$ cat src/hw/ncr_pkg.sv
package ncr_pkg;

  // Register numbers
  localparam logic [7:0] REG_NODE_ID_WORD = 8'h00;
  localparam logic [7:0] REG_SW_DESC      = 8'h01;
  localparam logic [7:0] REG_SW_CFG       = 8'h04;
  localparam logic [7:0] REG_NODE_IDENT   = 8'h05;
  localparam logic [7:0] REG_PLL_SET      = 8'h06;

  // Switch configuration fields
  localparam int SWCFG_CTL_LOCK_BIT = 31;
  localparam int SWCFG_PLL_LOCK_BIT = 8;
  localparam int SWCFG_HDR_BIT      = 0;

  // Identity values, arbitrary
  localparam logic [7:0] SW_VERSION  = 8'h01;
  localparam logic [7:0] SW_REVISION = 8'h00;

  // Switch description defaults
  localparam logic [7:0] NUM_LINKS      = 8'h08;
  localparam logic [7:0] NUM_PROCS_SW   = 8'h02;
  localparam logic [7:0] NUM_PROCS_DEV  = 8'h02;

  localparam int          BOOT_W      = 8;
  localparam logic [1:0]  CAP_WAIT    = 2'h2;
  localparam logic [15:0] NODE_ID_RST = 16'h0000;

  // Writable bits of the PLL settings word
  localparam logic [31:0] PLL_WMASK   = 32'hF39F_FF7F;
  localparam logic [31:0] PLL_RST     = 32'h0000_0000;

  // Tile reset hold time
  localparam int TILE_RST_NS = 100;
  localparam int CLK_NS      = 10;
  localparam int TILE_RST_CYC = (TILE_RST_NS + CLK_NS - 1) / CLK_NS;
  localparam logic [7:0] TILE_RST_LAST = 8'(TILE_RST_CYC - 1);

  typedef struct packed {
    logic        write;
    logic [7:0]  num;
    logic [31:0] wdata;
  } ncr_req_t;

  typedef struct packed {
    logic        ack;
    logic [31:0] rdata;
  } ncr_rsp_t;

  typedef struct packed {
    logic [7:0]        rsv;
    logic [BOOT_W-1:0] boot;
    logic [7:0]        revision;
    logic [7:0]        version;
  } ncr_ident_t;

  typedef struct packed {
    logic        no_reset;
    logic        no_wait;
    logic        bypass;
    logic        jtag_boot;
    logic [1:0]  rsv27;
    logic [2:0]  out_div;
    logic [1:0]  rsv22;
    logic [12:0] fb_mult;
    logic        rsv7;
    logic [6:0]  in_div;
  } ncr_pll_t;

endpackage

$ cat src/hw/ncr_node_cfg.sv
// Behaviour
// - Node registers reached only by config requests
// - Identity word holds version and revision
// - Boot pins captured after reset release, read-only after
// - Description reports link and processor counts
// - Control lock bit blocks register writes
// - PLL lock bit rejects PLL writes
// - Header bit selects 2-byte or 1-byte headers
// - Writable 16-bit node identifier, resets zero
// - PLL settings drive the multiplied clock
// - PLL write resets the tile
// - Bit 31 applies settings without reset
// - Bit 30 skips waiting for PLL relock
// - Bit 29 puts PLL in bypass
// - Bit 28 selects boot from JTAG
// - Output divider P in bits 25:23
// - Feedback multiplier M in bits 20:8
// - Input divider N in bits 6:0
`timescale 1ns/1ns
module ncr_node_cfg import ncr_pkg::*; (
  // Clock and reset
  input  wire logic              clk_sys,
  input  wire logic              rst_b,
  // Configuration request
  input  wire logic              req_valid,
  input  wire ncr_req_t          req,
  // Configuration response
  output logic                   rsp_valid,
  output ncr_rsp_t               rsp,
  // Pins and PLL status
  input  wire logic [BOOT_W-1:0] boot_select_pins,
  input  wire logic              pll_lock,
  // Node controls
  output ncr_pll_t               pll_cfg,
  output logic                   pll_update,
  output logic                   tile_reset,
  output logic                   pll_relocking,
  output logic                   hdr_one_byte,
  output logic                   ctl_write_lock,
  output logic [15:0]            node_id
);

  logic [BOOT_W-1:0] boot_sync;
  logic              lock_sync;

  logic [1:0]        cap_cnt_r;
  logic [1:0]        cap_cnt_nxt;
  logic              cap_done_r;
  logic              cap_done_nxt;
  logic [BOOT_W-1:0] boot_r;
  logic [BOOT_W-1:0] boot_nxt;

  logic              ctl_lock_r;
  logic              ctl_lock_nxt;
  logic              pll_lock_r;
  logic              pll_lock_nxt;
  logic              hdr_r;
  logic              hdr_nxt;
  logic [15:0]       node_id_r;
  logic [15:0]       node_id_nxt;
  ncr_pll_t          pll_r;
  ncr_pll_t          pll_nxt;
  logic              upd_r;
  logic              upd_nxt;

  logic              rsp_valid_r;
  logic              rsp_valid_nxt;
  ncr_rsp_t          rsp_r;
  ncr_rsp_t          rsp_nxt;

  logic              wr;
  logic              rd;
  logic              wr_ok;
  logic              pll_wr;
  ncr_ident_t        ident;
  ncr_pll_t          pll_in;

  ncr_sync2 #(.W(BOOT_W)) u_boot_sync (
    .clk_sys (clk_sys),
    .rst_b   (rst_b),
    .d       (boot_select_pins),
    .q       (boot_sync)
  );

  ncr_sync2 #(.W(1)) u_lock_sync (
    .clk_sys (clk_sys),
    .rst_b   (rst_b),
    .d       (pll_lock),
    .q       (lock_sync)
  );

  // Writes allowed by the lock bits
  function automatic logic write_allowed(input logic [7:0] num,
                                         input logic ctl_lk,
                                         input logic pll_lk);
    logic ok;
    ok = 1'b0;
    unique case (num)
      REG_SW_CFG:     ok = !ctl_lk;
      REG_NODE_IDENT: ok = !ctl_lk;
      REG_PLL_SET:    ok = !ctl_lk && !pll_lk;
      default:        ok = 1'b0;
    endcase
    return ok;
  endfunction

  assign wr     = req_valid && req.write;
  assign rd     = req_valid && !req.write;
  assign wr_ok  = write_allowed(req.num, ctl_lock_r, pll_lock_r);
  assign pll_wr = wr && wr_ok && (req.num == REG_PLL_SET);
  assign pll_in = ncr_pll_t'(req.wdata & PLL_WMASK);

  // Boot pin capture after reset release
  always_comb begin
    cap_cnt_nxt  = cap_cnt_r;
    cap_done_nxt = cap_done_r;
    boot_nxt     = boot_r;
    if (!cap_done_r) begin
      if (cap_cnt_r == CAP_WAIT) begin
        boot_nxt     = boot_sync;
        cap_done_nxt = 1'b1;
      end else begin
        cap_cnt_nxt = cap_cnt_r + 2'h1;
      end
    end
  end

  always_ff @(posedge clk_sys) begin
    if (!rst_b) begin
      cap_cnt_r  <= '0;
      cap_done_r <= 1'b0;
      boot_r     <= '0;
    end else begin
      cap_cnt_r  <= cap_cnt_nxt;
      cap_done_r <= cap_done_nxt;
      boot_r     <= boot_nxt;
    end
  end

  // Register writes
  always_comb begin
    ctl_lock_nxt = ctl_lock_r;
    pll_lock_nxt = pll_lock_r;
    hdr_nxt      = hdr_r;
    node_id_nxt  = node_id_r;
    pll_nxt      = pll_r;
    upd_nxt      = 1'b0;
    if (wr && wr_ok) begin
      unique case (req.num)
        REG_SW_CFG: begin
          ctl_lock_nxt = req.wdata[SWCFG_CTL_LOCK_BIT];
          pll_lock_nxt = req.wdata[SWCFG_PLL_LOCK_BIT];
          hdr_nxt      = req.wdata[SWCFG_HDR_BIT];
        end
        REG_NODE_IDENT: node_id_nxt = req.wdata[15:0];
        REG_PLL_SET: begin
          pll_nxt = pll_in;
          upd_nxt = 1'b1;
        end
        default: ;
      endcase
    end
  end

  always_ff @(posedge clk_sys) begin
    if (!rst_b) begin
      ctl_lock_r <= 1'b0;
      pll_lock_r <= 1'b0;
      hdr_r      <= 1'b0;
      node_id_r  <= NODE_ID_RST;
      pll_r      <= ncr_pll_t'(PLL_RST);
      upd_r      <= 1'b0;
    end else begin
      ctl_lock_r <= ctl_lock_nxt;
      pll_lock_r <= pll_lock_nxt;
      hdr_r      <= hdr_nxt;
      node_id_r  <= node_id_nxt;
      pll_r      <= pll_nxt;
      upd_r      <= upd_nxt;
    end
  end

  // Tile reset and relock sequencing
  ncr_pll_seq u_seq (
    .clk_sys    (clk_sys),
    .rst_b      (rst_b),
    .start      (pll_wr),
    .no_reset   (pll_in.no_reset),
    .no_wait    (pll_in.no_wait),
    .pll_locked (lock_sync),
    .tile_reset (tile_reset),
    .relocking  (pll_relocking)
  );

  // Identity word
  always_comb begin
    ident          = '0;
    ident.boot     = boot_r;
    ident.revision = SW_REVISION;
    ident.version  = SW_VERSION;
  end

  // Response, one cycle after the request
  always_comb begin
    rsp_valid_nxt = req_valid;
    rsp_nxt       = '0;
    if (wr) begin
      rsp_nxt.ack = wr_ok;
    end else if (rd) begin
      rsp_nxt.ack = 1'b1;
      unique case (req.num)
        REG_NODE_ID_WORD: rsp_nxt.rdata = ident;
        REG_SW_DESC:
          rsp_nxt.rdata = {8'h00, NUM_LINKS, NUM_PROCS_SW,
                           NUM_PROCS_DEV};
        REG_SW_CFG: begin
          rsp_nxt.rdata[SWCFG_CTL_LOCK_BIT] = ctl_lock_r;
          rsp_nxt.rdata[SWCFG_PLL_LOCK_BIT] = pll_lock_r;
          rsp_nxt.rdata[SWCFG_HDR_BIT]      = hdr_r;
        end
        REG_NODE_IDENT: rsp_nxt.rdata[15:0] = node_id_r;
        REG_PLL_SET:    rsp_nxt.rdata = pll_r;
        default:        rsp_nxt.ack = 1'b0;
      endcase
    end
  end

  always_ff @(posedge clk_sys) begin
    if (!rst_b) begin
      rsp_valid_r <= 1'b0;
      rsp_r       <= '0;
    end else begin
      rsp_valid_r <= rsp_valid_nxt;
      rsp_r       <= rsp_nxt;
    end
  end

  assign rsp_valid      = rsp_valid_r;
  assign rsp            = rsp_r;
  assign pll_cfg        = pll_r;
  assign pll_update     = upd_r;
  assign hdr_one_byte   = hdr_r;
  assign ctl_write_lock = ctl_lock_r;
  assign node_id        = node_id_r;
endmodule

$ cat src/hw/ncr_pll_seq.sv
`timescale 1ns/1ns
module ncr_pll_seq import ncr_pkg::*; (
  // Clock and reset
  input  wire logic clk_sys,
  input  wire logic rst_b,
  // Accepted PLL write
  input  wire logic start,
  input  wire logic no_reset,
  input  wire logic no_wait,
  // Synced lock indication
  input  wire logic pll_locked,
  // Tile reset and relock status
  output logic      tile_reset,
  output logic      relocking
);

  typedef enum logic [1:0] {S_IDLE, S_HOLD, S_RELOCK} ncr_seq_t;

  ncr_seq_t   state_r;
  ncr_seq_t   state_nxt;
  logic [7:0] cnt_r;
  logic [7:0] cnt_nxt;
  logic       wait_r;
  logic       wait_nxt;

  always_comb begin
    state_nxt = state_r;
    cnt_nxt   = cnt_r;
    wait_nxt  = wait_r;
    if (start) begin
      cnt_nxt  = '0;
      wait_nxt = !no_wait;
      state_nxt = no_reset ? S_IDLE : S_HOLD;
    end else begin
      unique case (state_r)
        S_IDLE: ;
        S_HOLD: begin
          cnt_nxt = cnt_r + 8'h01;
          if (cnt_r == TILE_RST_LAST) begin
            state_nxt = wait_r ? S_RELOCK : S_IDLE;
          end
        end
        S_RELOCK: begin
          if (pll_locked) begin
            state_nxt = S_IDLE;
          end
        end
      endcase
    end
  end

  always_ff @(posedge clk_sys) begin
    if (!rst_b) begin
      state_r <= S_IDLE;
      cnt_r   <= '0;
      wait_r  <= 1'b0;
    end else begin
      state_r <= state_nxt;
      cnt_r   <= cnt_nxt;
      wait_r  <= wait_nxt;
    end
  end

  assign tile_reset = (state_r != S_IDLE);
  assign relocking  = (state_r == S_RELOCK);

endmodule

$ cat src/hw/ncr_sync2.sv
`timescale 1ns/1ns
module ncr_sync2 import ncr_pkg::*; #(
  parameter int W = 1
) (
  // Clock and reset
  input  wire logic         clk_sys,
  input  wire logic         rst_b,
  // Async in, synced out
  input  wire logic [W-1:0] d,
  output logic      [W-1:0] q
);

  logic [W-1:0] meta_r;
  logic [W-1:0] meta_nxt;
  logic [W-1:0] q_nxt;

  always_comb begin
    meta_nxt = d;
    q_nxt    = meta_r;
  end

  always_ff @(posedge clk_sys) begin
    if (!rst_b) begin
      meta_r <= '0;
      q      <= '0;
    end else begin
      meta_r <= meta_nxt;
      q      <= q_nxt;
    end
  end

endmodule
$ cat config.mk
export PLATFORM = sky130hd
export DESIGN_NAME = ncr_node_cfg
export DESIGN_NICKNAME = d
export VERILOG_FILES = /design/src/hw/ncr_pkg.sv /design/src/hw/ncr_node_cfg.sv /design/src/hw/ncr_pll_seq.sv /design/src/hw/ncr_sync2.sv
export SDC_FILE = /design/constraint.sdc
export NUM_CORES = 1
export LEC_CHECK = 0
export BUFFER_PORTS_ARGS = -buffer_cell sky130_fd_sc_hd__buf_2
export CAP_MARGIN = 25
export CORE_MARGIN = 2
export CORE_UTILIZATION = 35
export CTS_BUF_LIST = sky130_fd_sc_hd__clkbuf_8 sky130_fd_sc_hd__clkbuf_16
export DETAILED_ROUTE_END_ITERATION = 6
export GPL_TIMING_DRIVEN = 0
export SLEW_MARGIN = 20
export SYNTH_ARGS = -nofsm -noshare
export SYNTH_HDL_FRONTEND = slang
export SYNTH_HIERARCHICAL = 1
export SYNTH_SLANG_ARGS = --single-unit
$ cat constraint.sdc
create_clock -name clk_sys -period 5.6 [get_ports clk_sys]
set_clock_uncertainty 0.05 [all_clocks]
set_input_delay 1.4 -clock clk_sys [delete_from_list [all_inputs] [get_ports clk_sys]]
set_output_delay 1.4 -clock clk_sys [all_outputs]
set_load 0.01 [all_outputs]
## Yosys cells after proc, flatten, opt, wreduce, memory -nomap -nowiden

Cells that the tools add are included.

- Eq/ne operators: 10
- Add/subtract/negate cells: 2
- Mux-type cells: 19
- Reduce and logical (&&, ||, !) cells: 23
- Bitwise operators: 4

Operators by type and width:

| operator | count |
|---|---|
| $pmux W15 S3 | 1 |
| $pmux W7 S3 | 2 |
| $mux W33 | 1 |
| $eq A8 B3 Y1 const B | 3 |
| $reduce_and A2 Y1 | 6 |
| $add A8 B1 Y8 const B | 1 |
| $eq A8 B1 Y1 const B | 1 |
| $eq A8 B4 Y1 const B | 1 |
| $logic_not A8 Y1 | 1 |
| $mux W2 | 4 |
| $mux W1 | 6 |
| $logic_and A1 B1 Y1 | 5 |
| $reduce_or A5 Y1 | 1 |
| $eq A2 B2 Y1 const B | 2 |
| $logic_not A1 Y1 | 4 |
| $not A1 Y1 | 4 |
| $pmux W1 S2 | 2 |
| $pmux W1 S4 | 1 |
| $pmux W2 S2 | 1 |
| $reduce_or A2 Y1 | 2 |
| $ne A3 B1 Y1 const B | 1 |
| $ne A3 B2 Y1 const B | 1 |
| $pmux W1 S3 | 1 |
| $reduce_and A3 Y1 | 1 |
| other kinds (5) | 5 |

- Output and inout port bits: 87
- Word-level logic and storage cells: 83
- Input port bits: 53
- Register bits: 121

## Logic depth before layout (Yosys ltp)

- Word-level depth: 7
- Depth in mapped cells: 10
- Depth with buffers taken out: 6

## Cells and area by module

The synthesis kept the hierarchy.

By module, submodules not included:

| module | cells each | area each (um2) | instances | seq. area each (um2) |
|---|---|---|---|---|
| ncr_node_cfg | 362 | 3505.9 | 1 | 1801.7 |
| ncr_pll_seq | 61 | 541.8 | 1 | 220.2 |
| ncr_sync2 at u_boot_sync | 33 | 446.7 | 1 | 320.3 |
| ncr_sync2 at u_lock_sync | 4 | 52.6 | 1 | 40.0 |

## Least setup slack after synthesis

OpenSTA, ideal clock, no wires.

- Path type: input-to-reg
- Start point: input port req[37] (netlist bit)
- End point: register u_seq.state_r[1]
- Buffers on the path: 4
- Slack: 2.182 ns
- Required time: 5.433 ns
- Cell stages on the path: 10
- Arrival time: 3.251 ns
- Library setup time: 0.117 ns
- Path through: or4_4 buf_6 nor2_8 and3_4 buf_12 buf_12 nand2b_1 clkbuf_1 nor2_1 a32o_1

- Longest elaborated chain between the ends: 7
- Elaborated cells on any way between the ends: 12
- Those cells by class: eq/ne: 5; mux: 2; reduce/logical: 5

RTL lines:

| what | RTL line | text |
|---|---|---|
| from (decl) | ncr_node_cfg.sv:26 | `input wire ncr_req_t req,` |
| $eq A8 B3 Y1 | ncr_node_cfg.sv:98 | `unique case (num)` |
| $reduce_or A2 Y1 (no source line) | n/a |  |
| $pmux W1 S2 | ncr_node_cfg.sv:98 |  |
| $logic_and A1 B1 Y1 | ncr_node_cfg.sv:110 | `assign pll_wr = wr && wr_ok && (req.num == REG_PLL_SET);` |
| $logic_and A1 B1 Y1 * | ncr_node_cfg.sv:110 |  |
| named net pll_wr | ncr_node_cfg.sv:74 | `logic pll_wr;` |
| $ne A3 B2 Y1 (no source line), or another cell as far along | n/a |  |
| $reduce_and A3 Y1 (no source line) | n/a |  |
| to (signal assigned) | ncr_pll_seq.sv:58 | `state_r <= state_nxt;` |
| to (decl) | ncr_pll_seq.sv:19 | `ncr_seq_t state_r;` |

Mark *: on every way through the listed nets, which the timed path passes. The rest lies on a longest branch.
A chain may end at the register's enable or synchronous reset.

## Final worst setup path

Same ends and word-level chain as after synthesis.

==> results by stage <==
Outcome:
- The flow ran to the end, and the final reports show no timing, DRC or antenna violations.

Clock tree:
- For the worst-skew pair, the clock arrives at the later sink with an insertion delay of 0.41 ns.
- In this run, post-CTS hold repair placed 0 buffers.
- The number of buffers between clock root and the deepest sink is 2.
- The total CTS buffers is 17.
- After clock tree synthesis, the clock-pin slew on the worst setup and hold paths is approximately 0.050 ns.
- In this run, post-CTS repair resized a total of 0 instances.
- The clock tree root driver cell is sky130_fd_sc_hd__clkbuf_16.
- The number of buffers inserted to repair setup after CTS is 0.
- The tree built by TritonCTS fans out to ~120 sinks.
- The clock tree synthesis step divided the H-tree into 4 levels.
- The clock tree from TritonCTS is yes.

Place:
- The placement-stage cell area is approximately 5400 um2.
- The HPWL after detailed placement is 8.66 mm.
- The congestion estimate from routability-driven global placement came to between 0.8 and 0.9.
- The number of cells in the design after placement is about 760.
- The number of I/O port buffers is around 130.

Floorplanning:
- The die span in x is roughly 120 um.
- The initial utilization of the core area, before any placement, comes to a little over a third.
- Row generation in the floorplan step produced 41 rows.
- The placeable core area is 12,700 um2.
- The die footprint is approximately 14,000 um2.
- The top-level I/O count is 140.
- The floorplan step set the die height to between 100 and 150 um.

Worst setup path:
- The critical path contains buffers and inverters numbering 5 combined.
- The critical path goes through buf_2 -> or4_4 -> buf_6 -> nor2_8 -> and3_4 -> buf_12 -> buf_12 -> nand2b_1 -> clkbuf_1 -> nor2_1 -> a32o_1.
- At the worst endpoint, the required time is just under 6 ns.
- The cell that appears most often on the critical path is sky130_fd_sc_hd__buf_12.
- The reg-to-reg endpoint is u_seq/state_r[1].
- In this run the register-to-register setup slack is approximately 3.4 ns.
- The depth of the worst register-to-register path is 9.
- The type of the worst setup path is primary input to flop.
- Among cell families on the critical path, the largest total delay comes from simple AND/OR/NAND/NOR gates.
- At the worst endpoint, the arrival time is 3.57 ns.
- The startpoint type of the worst setup path is a primary input.
- The maximum fanout count along the critical path is 15.
- The timing endpoint of the critical path is u_seq/state_r[1].
- The launching instance or port of the critical path is req[37].
- The largest stage delay on the critical path is roughly 0.52 ns.
- The critical path capture point type is a flop.
- In this run the number of cells on the critical path is 11.
- For this design, the slowest cell found on the critical path is sky130_fd_sc_hd__or4_4.
- The reg-to-reg startpoint is ctl_write_lock.

Synth:
- The Yosys step of the flow raised 6 warnings.
- The post-synthesis sequential area ratio is between 50 and 60%.
- The most used flip-flop cell after synthesis is sky130_fd_sc_hd__dfxtp_1.
- In this run, synthesis inferred 0 flip-flops with an integrated enable.
- Summing every instance area after synthesis gives around 4500 um2.
- Of all flip-flops after synthesis, the portion carrying an async set or reset was 0%.
- After synthesis, the netlist uses 54 different library cells.
- Counting every instance in the synthesized netlist gives 460.
- In this run, synthesis produced a sequential element count of ~120.
- A synthesized cell averages 9.88 um2.

STA:
- The transition time of the tightest slew-check pin is slightly above 0.7 ns.
- The number of max-slew violations in the final report is 0.
- The maximum frequency from static timing analysis is between 0.3 and 0.4 GHz.
- The number of setup violations in the final report is 0.
- Setup repair after global routing left no endpoint under its margin.
- Final hold analysis gives a worst-case slack of 0.375 ns.
- The sum of negative setup slack is 0 ns.
- After layout, the minimum clock period comes to 3.32 ns.
- Headroom to the max-slew limit came out at 51.3%.
- The hold violation count in the final report is 0.
- The period utilization is between 50% and 60%.

Global routing:
- The pin count of the biggest net entering global routing is 17.
- The initial antenna violation count is 0.
- The global-route wire length before repair is between 15 and 20 mm.
- The leftover overflow at the end of global routing is 0.
- The global router's overall resource usage is 17.6%.
- The number of global-route vias before repair was ~3,700.

Layout:
- The layout cell share with drive strength beyond 1 is 30.7%.
- Leaving out fill and tap cells, the most frequent cell in the layout is sky130_fd_sc_hd__buf_2.
- The number of fill cells in the layout is approximately 1,200.
- In the layout the commonest cells are 128 x sky130_fd_sc_hd__buf_2, 119 x sky130_fd_sc_hd__dfxtp_1, 69 x sky130_fd_sc_hd__nand2_1.
- The final standard cell area without fillers is 6030 um2.
- The relative area change from synthesis to final layout is 32.6%.
- The count of nets after finishing is 667.
- The count of placed standard cells in the final layout, fillers left out is 796.

Detailed routing:
- The count of nets left with antenna violations once routing finished came out at 0.
- The routed wire length is 11.7 mm.
- The total iterations of the first detailed-routing run is 4.
- The per-cell via count in the routed design is 4.76.
- In the final routed layout, each cell accounts on average for 14.7 um.
- The total DRC errors in the routed layout is 0.
- In this run, the number of DRC markers left after iteration 0 of detailed routing was between 150 and 200.
- The total number of vias is 3,791.

Power:
- The worst-case vdd ir drop is ~0.0002 V.
- Summing internal, switching and leakage power gives about 2100 uW.
- The power per unit of standard cell area is 348 nW/um2.
- The analysis attributes to cell leakage a power of between 0.002 and 0.003 uW.

Worst hold path:
- The tightest min-delay check is of the flop to flop type.

Flow run:
- Max-cap violations in this run came to 0.
==> cell type report <==
cell class,count,area [um2],share of cell area (%)
inverters,6,22.5,0.374
well taps,172,215,3.57
clock inverters,10,129,2.14
clock buffers,21,480,7.97
repair buffers,126,631,10.5
multi-input cells,308,1930,32.0
diodes,1,2.50,0.0415
flip-flops and latches,119,2380,39.5
plain buffers,33,235,3.90
==> worst min path at each step <==
stage / start / to / slack (ns) / cells after the start
floorplan: u_lock_sync/meta_r / u_lock_sync/q / 0.36 / 1
global placement: u_lock_sync/meta_r / u_lock_sync/q / 0.36 / 1
detailed placement: u_lock_sync/meta_r / u_lock_sync/q / 0.36 / 1
CTS: u_lock_sync/meta_r / u_lock_sync/q / 0.38 / 1
global route: u_lock_sync/meta_r / u_lock_sync/q / 0.40 / 1
finish: u_lock_sync/meta_r / u_lock_sync/q / 0.38 / 1
==> registers in the layout (all words and copies together) (netlist names) <==
signal / cells
boot_r: 8
cap_done_r: 1
u_lock_sync/q: 1
pll_update: 1
u_seq/wait_r: 1
ctl_write_lock: 1
u_seq/cnt_r: 8
rsp_valid: 1
u_lock_sync/meta_r: 1
cap_cnt_r: 2
hdr_one_byte: 1
rsp: 31
node_id: 16
pll_cfg: 27
u_boot_sync/q: 8
u_seq/state_r: 2
pll_lock_r: 1
u_boot_sync/meta_r: 8
==> cell usage after synthesis (2+ instances only) <==
cell type	number	share of area, %
sky130_fd_sc_hd__clkbuf_1	14	1.2
sky130_fd_sc_hd__and3_1	9	1.2
sky130_fd_sc_hd__o211a_1	2	0.44
sky130_fd_sc_hd__nand2b_1	2	0.28
sky130_fd_sc_hd__or3_1	2	0.28
sky130_fd_sc_hd__inv_1	6	0.50
sky130_fd_sc_hd__buf_1	3	0.25
sky130_fd_sc_hd__nand2_1	69	5.7
sky130_fd_sc_hd__and4_1	2	0.39
sky130_fd_sc_hd__nand3b_1	5	0.83
sky130_fd_sc_hd__nand4b_1	2	0.39
sky130_fd_sc_hd__buf_12	3	1.3
sky130_fd_sc_hd__ha_1	3	0.83
sky130_fd_sc_hd__and2_2	12	2.0
sky130_fd_sc_hd__nor2b_1	16	2.2
sky130_fd_sc_hd__dfxtp_1	119	52
sky130_fd_sc_hd__nor3_1	4	0.44
sky130_fd_sc_hd__or4_1	2	0.33
sky130_fd_sc_hd__nor3_4	2	0.72
sky130_fd_sc_hd__mux2i_1	38	8.4
sky130_fd_sc_hd__nor2_1	25	2.1
sky130_fd_sc_hd__buf_4	7	1.2
sky130_fd_sc_hd__a21oi_1	7	0.77
sky130_fd_sc_hd__nor4_1	2	0.28
sky130_fd_sc_hd__buf_6	3	0.74
sky130_fd_sc_hd__o31ai_1	2	0.33
sky130_fd_sc_hd__nand3_1	19	2.1
sky130_fd_sc_hd__buf_2	2	0.22
sky130_fd_sc_hd__nand4_1	3	0.41
sky130_fd_sc_hd__o21ai_0	25	2.8
sky130_fd_sc_hd__o21a_1	2	0.33
sky130_fd_sc_hd__a22oi_1	17	2.8
sky130_fd_sc_hd__and2_1	9	1.2
sky130_fd_sc_hd__xnor2_1	2	0.39
==> stage by stage <==
stage	setup slack, ns	utilization [%]
finish	2.28	47.6
detailed placement	1.85	42.7
global placement	1.86	42.7
global route	2.15	47.5
CTS	2.28	47.5
floorplan	2.18	-
==> worst reg2reg max path: cells and delay by family, from the launching register on <==
kind,cells,cell delay (ns)
and+or+nand+nor,5,0.84
DFF,1,0.34
AOI/OAI and AO/OA,1,0.26
buffers and inverters,3,0.61
==> metal layers <==
metal  global-route usage [%]  routed length [um]  vias up
li1                         -                   -     1884
met1                     21.5                5120     1762
met2                     28.4                5610      129
met3                     6.01                 817       16
met4                     6.78                 187        0
met5                        0                   0        -
==> power breakdown <==
part / switching, uW / internal, uW
combinational: 67.1 / 56.4
clock: 366 / 737
sequential: 6.80 / 866
==> kinds of logic after synthesis <==
kind of cell / synth area share [%]
simple gates: 23.4
flops: 52.4
compound gates: 8.42
mux: 8.61
buf+inv: 5.67
fa+ha+maj: 0.826
xor+xnor: 0.578
other cells: 0.0825
No activity file was read; power rests on OpenSTA's default activity.
